`config.mk`:
```
export PLATFORM = sky130hd
export DESIGN_NAME = mcr_config_regs
export DESIGN_NICKNAME = d
export VERILOG_FILES = /design/src/hw/mcr_pkg.sv /design/src/hw/mcr_config_regs.sv
export SDC_FILE = /design/constraint.sdc
export NUM_CORES = 1
export LEC_CHECK = 0
export CAP_MARGIN = 0
export CORE_MARGIN = 4
export CORE_UTILIZATION = 44
export DETAILED_ROUTE_END_ITERATION = 12
export DONT_BUFFER_PORTS = 1
export GPL_TIMING_DRIVEN = 0
export MAX_ROUTING_LAYER = met4
export SETUP_SLACK_MARGIN = 0.05
export SYNTH_ARGS = -nofsm -noshare
export SYNTH_HDL_FRONTEND = slang
export SYNTH_SLANG_ARGS = --single-unit
```
`constraint.sdc`:
```
create_clock -name clk -period 13.5 [get_ports clk]
set_input_delay 0.675 -clock clk [delete_from_list [all_inputs] [get_ports clk]]
set_output_delay 0.675 -clock clk [all_outputs]
set_load 0.03 [all_outputs]
```
`src/hw/mcr_pkg.sv`:
```
// Package: register map, field layout, reset values and command codes
package mcr_pkg;
  // Register and command widths
  localparam int DATA_W = 24;
  localparam int ADDR_W = 5;
  // Page numbers held in the page select register
  localparam logic [1:0] PAGE_0 = 2'h0;
  localparam logic [1:0] PAGE_1 = 2'h1;
  localparam logic [1:0] PAGE_3 = 2'h3;
  // Page 0 addresses
  localparam logic [4:0] ADDR_CONFIG = 5'h00;
  localparam logic [4:0] ADDR_CUR_DC_OFFSET = 5'h01;
  localparam logic [4:0] ADDR_CUR_GAIN = 5'h02;
  localparam logic [4:0] ADDR_VOLT_DC_OFFSET = 5'h03;
  localparam logic [4:0] ADDR_VOLT_GAIN = 5'h04;
  localparam logic [4:0] ADDR_CYCLE_COUNT = 5'h05;
  localparam logic [4:0] ADDR_PAGE = 5'h1F;
  // Page 1 addresses
  localparam logic [4:0] ADDR_PULSE_WIDTH = 5'h00;
  localparam logic [4:0] ADDR_NO_LOAD = 5'h01;
  localparam logic [4:0] ADDR_TEMP_GAIN = 5'h02;
  localparam logic [4:0] ADDR_TEMP_OFFSET = 5'h03;
  // Page 3 addresses
  localparam logic [4:0] ADDR_VSAG_DUR = 5'h06;
  localparam logic [4:0] ADDR_VSAG_LVL = 5'h07;
  localparam logic [4:0] ADDR_IFLT_DUR = 5'h0A;
  localparam logic [4:0] ADDR_IFLT_LVL = 5'h0B;
  // Reset values
  localparam logic [23:0] CONFIG_RESET = 24'h000001;
  localparam logic [23:0] OFFSET_RESET = 24'h000000;
  localparam logic [23:0] GAIN_RESET = 24'h400000;
  localparam logic [23:0] CYCLE_COUNT_RESET = 24'h000FA0;
  localparam logic [23:0] PAGE_REG_RESET = 24'h000000;
  // Configuration field positions
  localparam int PC_HI = 23;
  localparam int PC_LO = 17;
  localparam int IGAIN_BIT = 16;
  localparam int OPEN_DRAIN_BIT = 15;
  localparam int IRQ_PULSE_BIT = 12;
  localparam int IRQ_INV_BIT = 11;
  localparam int CLK_INV_BIT = 4;
  localparam int DIV_HI = 3;
  localparam int DIV_LO = 0;
  // Writable configuration bits; reserved positions read zero
  localparam logic [23:0] CONFIG_WMASK = 24'hFF981F;
  // Command byte framing
  localparam logic [2:0] CMD_CAL_PREFIX = 3'h6;
  localparam logic [4:0] CAL_I_DC_OFF = 5'h09;
  localparam logic [4:0] CAL_I_DC_GAIN = 5'h0A;
  localparam logic [4:0] CAL_I_AC_OFF = 5'h0D;
  localparam logic [4:0] CAL_I_AC_GAIN = 5'h0E;
  localparam logic [4:0] CAL_V_DC_OFF = 5'h11;
  localparam logic [4:0] CAL_V_DC_GAIN = 5'h12;
  localparam logic [4:0] CAL_V_AC_OFF = 5'h15;
  localparam logic [4:0] CAL_V_AC_GAIN = 5'h16;
  localparam logic [4:0] CAL_B_DC_OFF = 5'h19;
  localparam logic [4:0] CAL_B_DC_GAIN = 5'h1A;
  localparam logic [4:0] CAL_B_AC_OFF = 5'h1D;
  localparam logic [4:0] CAL_B_AC_GAIN = 5'h1E;
  // Serial data bits per register word
  localparam logic [4:0] WORD_BITS = 5'h18;
  // Calibration kind
  typedef enum logic [1:0] {
    MCR_CAL_DC_OFF,
    MCR_CAL_AC_OFF,
    MCR_CAL_GAIN
  } mcr_cal_kind_t;
endpackage

```
`src/hw/mcr_config_regs.sv`:
```
// Meter configuration and calibration register bank with serial command port
// Operation
// - Command 110 plus selector starts calibration
// - Current-only selectors 01001 01010 01101 01110
// - Voltage-only selectors 10001 10010 10101 10110
// - Both-channel selectors 11001 11010 11101 11110
// - Page 1 addresses 0-3 select four registers
// - Page 3 addresses 6,7,10,11 select sag/fault
// - Phase compensation is signed seven-bit field
// - Bit 16 selects current gain 10/50
// - Bit 15 makes pulse outputs open-drain
// - Bits 12,11 select interrupt pin style
// - Bit 4 inverts processor clock output
// - Divider field divides master clock, 0=16
// - DC offsets reset zero, calibration loads them
// - DC offsets are signed 24-bit fractions
// - Gains reset unity, calibration loads them
// - Gains unsigned, point after second bit
// - Command 0,W/R,address,0; write after 24 bits
// - Cycle count sets computation cycle length
`timescale 1ns/1ps
module mcr_config_regs (
  input wire logic clk,
  input wire logic reset,
  input wire logic serialClk,
  input wire logic serialCs_n,
  input wire logic serialIn,
  output logic serialOut,
  input wire logic calDone,
  input wire logic [23:0] measCurOffset,
  input wire logic [23:0] measVoltOffset,
  input wire logic [23:0] measCurGain,
  input wire logic [23:0] measVoltGain,
  input wire logic energyPulseA,
  input wire logic energyPulseB,
  output logic energy_pulse_out_a,
  output logic energy_pulse_out_a_oe,
  output logic energy_pulse_out_b,
  output logic energy_pulse_out_b_oe,
  input wire logic irqEvent,
  output logic irqPin,
  output logic processor_clock_out,
  output logic internalClkEn,
  output logic calStart,
  output logic calCurrent,
  output logic calVoltage,
  output mcr_pkg::mcr_cal_kind_t calKind,
  output logic calBusy,
  output logic data_ready_flag,
  output logic [6:0] phase_comp_field,
  output logic currentGainHigh,
  output logic [23:0] cycleCount
);
  // Synchronisers for the serial pins
  logic [1:0] sclkSync;
  logic [1:0] csSync;
  logic [1:0] sdiSync;
  logic sclkLast;
  // Serial framing state
  logic [7:0] cmdShift;
  logic [2:0] cmdBits;
  logic cmdValid;
  logic [23:0] dataShift;
  logic [4:0] dataBits;
  logic writeCmd;
  logic [4:0] register_address_bits;
  logic [23:0] readShift;
  // Register storage
  logic [23:0] configuration;
  logic [23:0] current_dc_offset;
  logic [23:0] voltage_dc_offset;
  logic [23:0] current_gain_cal;
  logic [23:0] voltage_gain_cal;
  logic [23:0] cycleCountReg;
  logic [1:0] pageSel;
  logic [23:0] energy_pulse_width;
  logic [23:0] noLoadThreshold;
  logic [23:0] tempSensorGain;
  logic [23:0] tempSensorOffset;
  logic [23:0] voltageSagDuration;
  logic [23:0] voltageSagLevel;
  logic [23:0] currentFaultDuration;
  logic [23:0] currentFaultLevel;
  // Divider and clock output
  logic [3:0] divCount;
  logic divClkPhase;
  // Interrupt pin pulse tracking
  logic irqLast;

  // Edges seen on synchronised serial clock
  wire sclkRise = sclkSync[1] & ~sclkLast;
  wire sclkFall = ~sclkSync[1] & sclkLast;
  wire csActive = ~csSync[1];
  wire [7:0] cmdByte = {cmdShift[6:0], sdiSync[1]};
  wire cmdLast = sclkRise && csActive && !cmdValid && (cmdBits == 3'h7);
  wire dataLast = sclkRise && csActive && cmdValid && (dataBits == mcr_pkg::WORD_BITS - 5'h01);
  wire isCalCmd = cmdByte[7:5] == mcr_pkg::CMD_CAL_PREFIX;
  wire isRegCmd = (cmdByte[7] == 1'b0) && (cmdByte[0] == 1'b0);
  wire [4:0] calSel = cmdByte[4:0];
  wire [23:0] writeWord = {dataShift[22:0], sdiSync[1]};
  wire selCurrent = (calSel[4:3] == 2'b01) || (calSel[4:3] == 2'b11);
  wire selVoltage = calSel[4];
  wire selDcOff = calSel[2:0] == 3'h1;
  wire selAcOff = calSel[2:0] == 3'h5;
  wire selGain = (calSel[1:0] == 2'h2);
  wire calGo = cmdLast && isCalCmd && (calSel[4] | calSel[3]);

  // Read multiplexer by page and address
  function automatic logic [23:0] read_mux(input logic [1:0] pg, input logic [4:0] a);
    logic [23:0] v;
    v = 24'h000000;
    if (a == mcr_pkg::ADDR_PAGE) v = {22'h000000, pageSel};
    else if (pg == mcr_pkg::PAGE_0) begin
      unique case (a)
        mcr_pkg::ADDR_CONFIG: v = configuration;
        mcr_pkg::ADDR_CUR_DC_OFFSET: v = current_dc_offset;
        mcr_pkg::ADDR_CUR_GAIN: v = current_gain_cal;
        mcr_pkg::ADDR_VOLT_DC_OFFSET: v = voltage_dc_offset;
        mcr_pkg::ADDR_VOLT_GAIN: v = voltage_gain_cal;
        mcr_pkg::ADDR_CYCLE_COUNT: v = cycleCountReg;
        default: v = 24'h000000;
      endcase
    end else if (pg == mcr_pkg::PAGE_1) begin
      unique case (a)
        mcr_pkg::ADDR_PULSE_WIDTH: v = energy_pulse_width;
        mcr_pkg::ADDR_NO_LOAD: v = noLoadThreshold;
        mcr_pkg::ADDR_TEMP_GAIN: v = tempSensorGain;
        mcr_pkg::ADDR_TEMP_OFFSET: v = tempSensorOffset;
        default: v = 24'h000000;
      endcase
    end else if (pg == mcr_pkg::PAGE_3) begin
      unique case (a)
        mcr_pkg::ADDR_VSAG_DUR: v = voltageSagDuration;
        mcr_pkg::ADDR_VSAG_LVL: v = voltageSagLevel;
        mcr_pkg::ADDR_IFLT_DUR: v = currentFaultDuration;
        mcr_pkg::ADDR_IFLT_LVL: v = currentFaultLevel;
        default: v = 24'h000000;
      endcase
    end
    return v;
  endfunction

  // Write strobe after the 24th serial clock
  wire regWrite = dataLast && writeCmd;
  wire wrP0 = regWrite && pageSel == mcr_pkg::PAGE_0;
  wire wrP1 = regWrite && pageSel == mcr_pkg::PAGE_1;
  wire wrP3 = regWrite && pageSel == mcr_pkg::PAGE_3;

  // Two-stage synchronisers; first stage read only by second
  always_ff @(posedge clk or posedge reset) begin
    if (reset) begin
      sclkSync <= 2'h0;
      csSync <= 2'h3;
      sdiSync <= 2'h0;
      sclkLast <= 1'b0;
    end else begin
      sclkSync <= {sclkSync[0], serialClk};
      csSync <= {csSync[0], serialCs_n};
      sdiSync <= {sdiSync[0], serialIn};
      sclkLast <= sclkSync[1];
    end
  end

  // Command and data shift framing
  always_ff @(posedge clk or posedge reset) begin
    if (reset) begin
      cmdShift <= 8'h00;
      cmdBits <= 3'h0;
      cmdValid <= 1'b0;
      dataShift <= 24'h000000;
      dataBits <= 5'h00;
      writeCmd <= 1'b0;
      register_address_bits <= 5'h00;
    end else if (!csActive) begin
      // Deselect abandons any partial frame
      cmdBits <= 3'h0;
      cmdValid <= 1'b0;
      dataBits <= 5'h00;
    end else if (sclkRise) begin
      if (!cmdValid) begin
        cmdShift <= cmdByte;
        cmdBits <= cmdBits + 3'h1;
        if (cmdLast && isRegCmd) begin
          cmdValid <= 1'b1;
          writeCmd <= cmdByte[6];
          register_address_bits <= cmdByte[5:1];
          dataBits <= 5'h00;
        end
      end else begin
        dataShift <= writeWord;
        dataBits <= dataBits + 5'h01;
        if (dataLast) cmdValid <= 1'b0;
      end
    end
  end

  // Read buffer loads at command end, shifts on falling clock
  always_ff @(posedge clk or posedge reset) begin
    if (reset) begin
      readShift <= 24'h000000;
    end else if (cmdLast && isRegCmd && !cmdByte[6]) begin
      readShift <= read_mux(pageSel, cmdByte[5:1]);
    end else if (sclkFall && cmdValid && !writeCmd && dataBits != 5'h00) begin
      readShift <= {readShift[22:0], 1'b0};
    end
  end
  assign serialOut = readShift[23];

  // Configuration, page select and general registers
  always_ff @(posedge clk or posedge reset) begin
    if (reset) begin
      configuration <= mcr_pkg::CONFIG_RESET;
      cycleCountReg <= mcr_pkg::CYCLE_COUNT_RESET;
      pageSel <= mcr_pkg::PAGE_0;
      energy_pulse_width <= 24'h000000;
      noLoadThreshold <= 24'h000000;
      tempSensorGain <= 24'h000000;
      tempSensorOffset <= 24'h000000;
      voltageSagDuration <= 24'h000000;
      voltageSagLevel <= 24'h000000;
      currentFaultDuration <= 24'h000000;
      currentFaultLevel <= 24'h000000;
    end else if (regWrite) begin
      if (register_address_bits == mcr_pkg::ADDR_PAGE) pageSel <= writeWord[1:0];
      if (wrP0 && register_address_bits == mcr_pkg::ADDR_CONFIG)
        configuration <= writeWord & mcr_pkg::CONFIG_WMASK;
      if (wrP0 && register_address_bits == mcr_pkg::ADDR_CYCLE_COUNT) cycleCountReg <= writeWord;
      if (wrP1 && register_address_bits == mcr_pkg::ADDR_PULSE_WIDTH) energy_pulse_width <= writeWord;
      if (wrP1 && register_address_bits == mcr_pkg::ADDR_NO_LOAD) noLoadThreshold <= writeWord;
      if (wrP1 && register_address_bits == mcr_pkg::ADDR_TEMP_GAIN) tempSensorGain <= writeWord;
      if (wrP1 && register_address_bits == mcr_pkg::ADDR_TEMP_OFFSET) tempSensorOffset <= writeWord;
      if (wrP3 && register_address_bits == mcr_pkg::ADDR_VSAG_DUR) voltageSagDuration <= writeWord;
      if (wrP3 && register_address_bits == mcr_pkg::ADDR_VSAG_LVL) voltageSagLevel <= writeWord;
      if (wrP3 && register_address_bits == mcr_pkg::ADDR_IFLT_DUR) currentFaultDuration <= writeWord;
      if (wrP3 && register_address_bits == mcr_pkg::ADDR_IFLT_LVL) currentFaultLevel <= writeWord;
    end
  end

  // Calibration sequencing and result registers
  always_ff @(posedge clk or posedge reset) begin
    if (reset) begin
      current_dc_offset <= mcr_pkg::OFFSET_RESET;
      voltage_dc_offset <= mcr_pkg::OFFSET_RESET;
      current_gain_cal <= mcr_pkg::GAIN_RESET;
      voltage_gain_cal <= mcr_pkg::GAIN_RESET;
      calBusy <= 1'b0;
      calCurrent <= 1'b0;
      calVoltage <= 1'b0;
      calKind <= mcr_pkg::MCR_CAL_DC_OFF;
      data_ready_flag <= 1'b0;
    end else begin
      if (calGo) begin
        calBusy <= 1'b1;
        calCurrent <= selCurrent;
        calVoltage <= selVoltage;
        calKind <= selGain ? mcr_pkg::MCR_CAL_GAIN
          : selAcOff ? mcr_pkg::MCR_CAL_AC_OFF : mcr_pkg::MCR_CAL_DC_OFF;
        // Completion in the same cycle wins over the clear
        data_ready_flag <= calBusy && calDone;
      end else if (calBusy && calDone) begin
        calBusy <= 1'b0;
        data_ready_flag <= 1'b1;
        if (calKind == mcr_pkg::MCR_CAL_DC_OFF && calCurrent) current_dc_offset <= measCurOffset;
        if (calKind == mcr_pkg::MCR_CAL_DC_OFF && calVoltage) voltage_dc_offset <= measVoltOffset;
        if (calKind == mcr_pkg::MCR_CAL_GAIN && calCurrent) current_gain_cal <= measCurGain;
        if (calKind == mcr_pkg::MCR_CAL_GAIN && calVoltage) voltage_gain_cal <= measVoltGain;
      end else if (wrP0) begin
        // offsets stored raw as signed fractions
        if (register_address_bits == mcr_pkg::ADDR_CUR_DC_OFFSET) current_dc_offset <= writeWord;
        if (register_address_bits == mcr_pkg::ADDR_VOLT_DC_OFFSET) voltage_dc_offset <= writeWord;
        if (register_address_bits == mcr_pkg::ADDR_CUR_GAIN) current_gain_cal <= writeWord;
        if (register_address_bits == mcr_pkg::ADDR_VOLT_GAIN) voltage_gain_cal <= writeWord;
      end
    end
  end
  assign calStart = calGo;

  // Config field outputs
  // phase compensation passed as signed code
  assign phase_comp_field = configuration[mcr_pkg::PC_HI:mcr_pkg::PC_LO];
  assign currentGainHigh = configuration[mcr_pkg::IGAIN_BIT];
  assign cycleCount = cycleCountReg;

  // divider, code zero divides by sixteen
  wire [3:0] divLimit = configuration[mcr_pkg::DIV_HI:mcr_pkg::DIV_LO] - 4'h1;
  always_ff @(posedge clk or posedge reset) begin
    if (reset) begin
      divCount <= 4'h0;
      divClkPhase <= 1'b0;
    end else if (divCount >= divLimit) begin
      divCount <= 4'h0;
      divClkPhase <= ~divClkPhase;
    end else begin
      divCount <= divCount + 4'h1;
    end
  end
  assign internalClkEn = divCount >= divLimit;
  assign processor_clock_out = divClkPhase ^ configuration[mcr_pkg::CLK_INV_BIT];

  // open-drain pulse pins drive low only
  wire openDrain = configuration[mcr_pkg::OPEN_DRAIN_BIT];
  assign energy_pulse_out_a = energyPulseA;
  assign energy_pulse_out_b = energyPulseB;
  assign energy_pulse_out_a_oe = ~openDrain | ~energyPulseA;
  assign energy_pulse_out_b_oe = ~openDrain | ~energyPulseB;

  // interrupt pin style, pulses last one cycle
  always_ff @(posedge clk or posedge reset) begin
    if (reset) irqLast <= 1'b0;
    else irqLast <= irqEvent;
  end
  wire irqEdge = irqEvent & ~irqLast;
  wire irqAct = configuration[mcr_pkg::IRQ_PULSE_BIT] ? irqEdge : irqEvent;
  assign irqPin = irqAct ^ ~configuration[mcr_pkg::IRQ_INV_BIT];
endmodule // mcr_config_regs

```
==> results of run 1 <==
[worst register-to-register path, delay by kind of cell (launching register included)]
family / cells / cell delay (ps)
simple gates: 2 / 1350
compound gates: 3 / 1150
buf+inv: 3 / 1120
flops: 1 / 400
[Yosys cell counts (20+ instances only)]
master / number / area [um2]
a21o_1: 22 / 165
a21oi_1: 173 / 866
a221oi_1: 34 / 298
and2_1: 28 / 175
and3_1: 31 / 194
buf_2: 26 / 130
clkbuf_1: 104 / 390
dfrtp_1: 407 / 10200
inv_1: 60 / 225
mux2_2: 260 / 2930
mux2_4: 20 / 300
mux2i_1: 107 / 1070
nand2_1: 58 / 218
nand3_1: 39 / 195
nand3b_1: 25 / 188
nor2_1: 96 / 360
o21ai_0: 39 / 195
[cells by family (layout without fill, tap and decap cells)]
kind of cell    count (synthesis)  after routing  share of synthesized area [%]
flops                         418            418                           51.9
mux                           389            389                           21.5
compound gates                388            388                           12.3
simple gates                  332            332                           8.70
buf+inv                       213            305                           4.48
xor+xnor                       11             11                          0.477
fa+ha+maj                      10             10                          0.620
other cells                     0              2                              0
[metal layers]
layer  wire [um]  share of wire [%]  up-vias  GRT usage, %
met5           0                  0        -             -
met4        2850                4.1        0          10.2
met3        6310                9.1      167          6.57
met2       31500                 45      715          43.2
met1       28700                 41     7729          37.3
li1            -                  -     6463             -
[registers in the layout, indices dropped and copies added, names as in the netlist, 7 cells and up]
signal	cells
voltage_gain_cal	24
currentFaultDuration	24
voltage_dc_offset	24
readShift	24
energy_pulse_width	24
cycleCount	24
current_dc_offset	24
tempSensorGain	24
voltageSagDuration	24
tempSensorOffset	24
current_gain_cal	24
noLoadThreshold	24
configuration	16
currentFaultLevel	24
cmdShift	7
dataShift	23
voltageSagLevel	24
[power by group]
group,switching [mW],internal (mW),leakage (nW)
Combinational,0.266,0.0694,4.75
Sequential,0.00598,1.26,5.52
Clock,0.531,0.848,0.819
Total,0.804,2.18,11.1
[stage by stage]
step / total power, mW / util (%) / setup TNS (ps) / hold WS (ps)
3_5_place_dp: 1.61 / 46.4 / 0 / 339
6_report: 2.98 / 50.1 / 0 / 93.2
5_1_grt: 3.05 / 50.1 / 0 / 77.2
4_1_cts: 2.98 / 50.1 / 0 / 69.1
2_1_floorplan: 1.45 / - / 0 / 331
3_3_place_gp: 1.61 / 46.1 / -1363100 / 334
[worst paths after layout]
| path | from | end | slack, ps | cells past startpoint |
|---|---|---|---|---|
| worst max-delay path | cmdShift[4] | readShift[16] | 9420 | 8 |
| max in group asynchronous | reset | current_gain_cal[22] | 11180 | 5 |
| worst max register to register | cmdShift[4] | readShift[16] | 9420 | 8 |
| worst min register to register | csSync[0] | csSync[1] | 350 | 0 |
| min in group asynchronous | reset | voltageSagDuration[3] | 630 | 2 |
| worst min-delay path | serialCs_n | csSync[0] | 90 | 0 |
[layout make-up]
type                    instances  share of cell area [%]
plain buffers                 152                    2.96
multi-input cells            1130                    38.8
repair buffers                  6                   0.561
well taps                     600                    3.30
clock inverters                13                   0.957
clock buffers                  73                    6.36
inverters                      61                    1.04
diodes                          2                  0.0220
flip-flops and latches        418                    46.0
==> qor.txt, run 1 <==
Outcome - finished clean
Die Span Y - 222 um
Final Hold Fails - 0
CP bufs+invs - 3
Reg area - 10500 um2
Post-DP Area - 21100 um2
Post-synthesis sequential area ratio - 51.9%
Vias/cell - 6.14
Pins Over Slew Limit - 0
Clock Pin Slew Worst Setup and Hold Paths - 60 ps
Initial antenna violation count - 3
RSZ-0062 raised after global routing - no
I/O Buffers - 0
CTS tree - yes
Placed instance count - 2366
Total core area - 45400 um2
Commonest cells after routing, fill and taps aside - dfrtp_1, mux2_2, a21oi_1, clkbuf_1, mux2i_1
Clock root buffer - clkbuf_16
Hold buffer count at CTS - 1
Skew final - 19.9 ps
Worst setup EP type - flip-flop
Critical path class - reg2reg
Final WS setup - 9420 ps
Post-route DRC - 0
Seq cells post-synth - 418
Worst min-delay path class - in2reg
Final std cells w/o fill - 2455
Worst slew pin tran - 1350 ps
Syn Nets - 1876
Initial Utilization - 44.5%
Vias in the first global route - 15100
Hpwl dp - 49900 um
Post_cts resized - 0
Most frequent CP cell - buf_2
Die ar. - 49400 um2
Slowest CP cell - nor2_1
Clock sink total - 418
Peak supply drop - 113 uV
Nets@finish - 1930
Fraction of layout cells with a size suffix above 1 - 23.5%
Most common cell after layout, fill and taps aside - dfrtp_1
# fillers - 4001
IO Pins - 152
Die Span X - 222 um
H-tree levels - 2
Max-cap violations - 0
1st-iter DRT viols - 1799
Final Cycle Share - 30.2%
Worst skew pair latency - 590 ps
Final Setup Violations - 0
DR pass1 iterations - 5
Synthesized instance count - 1761
YS warnings - 0
Rel. slew slack - 9.41%
Top_reg_cell synth - dfrtp_1
WL per Instance - 28.3 um
Rows - 78
Tmin final - 4080 ps
Crit-path max cell delay - 1040 ps
Multi-input gate area - 8810 um2
Avg Cell Area, Syn - 11.5 um2
PwrDens - 131 nW/um2
CP startpoint kind - flip-flop
Worst-path fanout max - 10
Leakage power - 11.1 nW
Via count - 15100
Total global-route track usage - 28.3%
CTS Buffer Depth - 3
Crit-path cells - buf_2 -> or3_1 -> buf_2 -> nor2_1 -> clkbuf_1 -> a221oi_1 -> a311oi_1 -> a21o_1
Post-synth ARST share - 100%
Post-synth EDFFs - 0
ANT nets after route - 0
Gpl congestion - 0.980
Finished layout cell area - 22700 um2
Post-Syn Area - 20200 um2
Layout area overhead - 12.7%
Post-Route WL - 69400 um
Setup Buffers After CTS - 0
Cell family with most CP delay - simple AND/OR/NAND/NOR gates
Num CTS Buffers - 46
Fmax - 245 MHz
Pin count of the biggest net entering global routing - 99
Gr ovfl total - 0
DP Worst Slack - 9630 ps
CP arrival - 4600 ps
Critical Path RT - 14020 ps
First-pass GRT wire length - 102000 um
Distinct cell type count after synthesis - 76
(Power assumes the default switching activity.)
==> run 2, diff against run 1 <==
clock period = 4.23 ns   (was 13.5 ns; I/O delays follow)
==> run 2 against run 1 <==
Fmax is 1.4% lower. Worst hold slack better by 92 ps. Sequential cell count unchanged. Register-to-register slack worse by 9300 ps. Largest cell class unchanged. Highest routed layer unchanged.
==> qor.txt, run 2 (same netlist as run 1, synthesis figures left out) <==
ANT nets after route - 0 (unchanged)
Most frequent CP cell - clkbuf_1 (was buf_2)
Worst skew pair latency - 590 ps (about the same)
I/O Buffers - 0 (unchanged)
Sw Ratio - 27.8% (was 27.0%)
Vias/cell - 6.08 (was 6.14)
Post-layout util - 52.2% (was 50.1%)
Tmin final - 4140 ps (was 4080 ps)
Initial Utilization - 44.5% (unchanged)
Clock Pin Slew Worst Setup and Hold Paths - 60 ps (about the same)
Final WS setup - 90.7 ps (was 9420 ps)
Hold path depth - 1 (was 0)
Reg-to-reg startpoint - cmdShift[3] (was cmdShift[4])
CP arrival - 4650 ps (was 4600 ps)
Max-cap violations - 0 (unchanged)
Most common cell after layout, fill and taps aside - dfrtp_1 (unchanged)
WL per Instance - 27.8 um (was 28.3 um)
H-tree levels - 2 (unchanged)
WL met1 - 30400 um (was 28700 um)
Fraction of layout cells with a size suffix above 1 - 22.4% (was 23.5%)
CP bufs+invs - 3 (unchanged)
Final Cycle Share - 97.9% (was 30.2%)
Skew final - 30.2 ps (was 19.9 ps)
Vias in the first global route - 15700 (was 15100)
Worst slew pin tran - 1340 ps (was 1350 ps)
Total global-route track usage - 28.9% (was 28.3%)
WL met2 - 33100 um (was 31500 um)
Worst Hold End - csSync[0] (unchanged)
Critical Path RT - 4740 ps (was 14020 ps)
Gr ovfl total - 0 (unchanged)
Max layer used - met4 (unchanged)
Worst R2R Setup Slack - 90 ps (was 9420 ps)
DP Worst Slack - 325 ps (was 9630 ps)
1st-iter DRT viols - 1843 (was 1799)
CP startpoint kind - flip-flop (unchanged)
Hpwl dp - 50700 um (was 49900 um)
First-pass GRT wire length - 105000 um (was 102000 um)
Post-Route WL - 71200 um (was 69400 um)
Die ar. - 49400 um2 (unchanged)
Pins Over Slew Limit - 0 (unchanged)
Worst setup EP type - flip-flop (unchanged)
P_sw - 2.56 mW (was 804 uW)
Sequential Power Share - 43.8% (was 42.5%)
IO Pins - 152 (unchanged)
Layout area overhead - 17.4% (was 12.7%)
Cell family with most CP delay - buffers and inverters (was simple AND/OR/NAND/NOR gates)
Nets@finish - 2037 (was 1930)
CTS Buffer Depth - 3 (unchanged)
Setup TNS - 0 ps (unchanged)
DR pass1 iterations - 5 (unchanged)
Routed length on met3 - 5310 um (was 6310 um)
Slowest CP cell - nor3b_1 (was nor2_1)
Hold Crit Start - serialCs_n (unchanged)
Crit-path cells - clkbuf_1 -> nor3b_1 -> and2_1 -> clkbuf_1 -> clkbuf_1 -> a21oi_1 -> a211oi_1 -> a21o_1 (was buf_2 -> or3_1 -> buf_2 -> nor2_1 -> clkbuf_1 -> a221oi_1 -> a311oi_1 -> a21o_1)
Worst min-delay path class - in2reg (unchanged)
Fmax - 242 MHz (was 245 MHz)
Total core area - 45400 um2 (unchanged)
Worst-path fanout max - 10 (unchanged)
Rows - 78 (unchanged)
Post_cts resized - 0 (unchanged)
Via count - 15500 (was 15100)
Commonest cells after routing, fill and taps aside - dfrtp_1, mux2_2, a21oi_1, clkbuf_1, mux2i_1 (unchanged)
Peak supply drop - 347 uV (was 113 uV)
Final Setup Violations - 0 (unchanged)
RR Endpoint - readShift[18] (was readShift[16])
Initial antenna violation count - 2 (was 3)
Critical path class - reg2reg (unchanged)
P_int - 6.66 mW (was 2.18 mW)
Comb power frac - 12.7% (was 11.3%)
Worst r2r path cells - 8 (unchanged)
Rel. slew slack - 10.8% (was 9.41%)
Pin count of the biggest net entering global routing - 43 (was 99)
Die Span X - 222 um (unchanged)
Die Span Y - 222 um (unchanged)
RSZ-0062 raised after global routing - no (unchanged)
Leakage power - 11.5 nW (was 11.1 nW)
Clock power share - 43.5% (was 46.3%)
Post-route DRC - 0 (unchanged)
Clock root buffer - clkbuf_16 (unchanged)
Clock sink total - 418 (unchanged)
CTS tree - yes (unchanged)
Crit-path max cell delay - 1100 ps (was 1040 ps)
Outcome - finished clean (unchanged)
Gpl congestion - 0.957 (was 0.980)
Final Hold Fails - 0 (unchanged)
Num CTS Buffers - 45 (was 46)
PwrDens - 389 nW/um2 (was 131 nW/um2)
run 2: what timing repair did:
action                    4_1_cts  5_1_grt
hold buffers                  102        0
hold endpoints to repair      131        0
setup buffers                   0        0
run 2: layout make-up:
| type | instances | area, um2 |
|---|---|---|
| repair buffers | 114 | 1250 |
| well taps | 600 | 751 |
| diodes | 1 | 2.50 |
| plain buffers | 152 | 674 |
| clock inverters | 9 | 76.3 |
| clock buffers | 71 | 1420 |
| inverters | 61 | 233 |
| fillers | 3914 | 21700 |
| multi-input cells | 1130 | 8810 |
| flip-flops and latches | 418 | 10500 |
run 2: stage by stage:
step | hold WS [ps] | std cells | total power, mW | area (um2)
after floorplan | 216 | 1761 | 4.64 | 20200
after CTS | 166 | 2555 | 9.22 | 23700
after global routing | 190 | 2555 | 9.44 | 23700
after detailed placement | 216 | 2373 | 5.16 | 21200
final | 185 | 2556 | 9.22 | 23700
after global placement | 216 | 2361 | 5.13 | 20900
run 2: worst max path at each step:
| stage | slack [ps] | cells past startpoint | end | from |
|---|---|---|---|---|
| 5_1_grt | 150 | 8 | readShift[2] | cmdShift[3] |
| 2_1_floorplan | -1610 | 1 | calBusy | reset |
| 4_1_cts | 310 | 8 | readShift[18] | cmdShift[3] |
| 6_report | 90 | 8 | readShift[18] | cmdShift[3] |
| 3_5_place_dp | 320 | 8 | readShift[18] | cmdShift[3] |
| 3_3_place_gp | -3970 | 1 | voltageSagDuration[10] | reset |
run 2: per-layer routing:
metal / up-vias / GRT usage [%]
met5: - / -
met4: 0 / 9.38
met3: 145 / 5.39
met2: 693 / 45.0
met1: 8034 / 38.7
li1: 6658 / -
run 2: power by group through the flow:
stage          sequential (mW)  combinational [mW]  clock (mW)
6_report                  4.04                1.17        4.02
5_1_grt                   4.04                1.19        4.21
4_1_cts                   4.04                1.13        4.05
3_5_place_dp              4.11                1.05           0
3_3_place_gp              4.12                1.02           0
2_1_floorplan             4.11               0.536           0
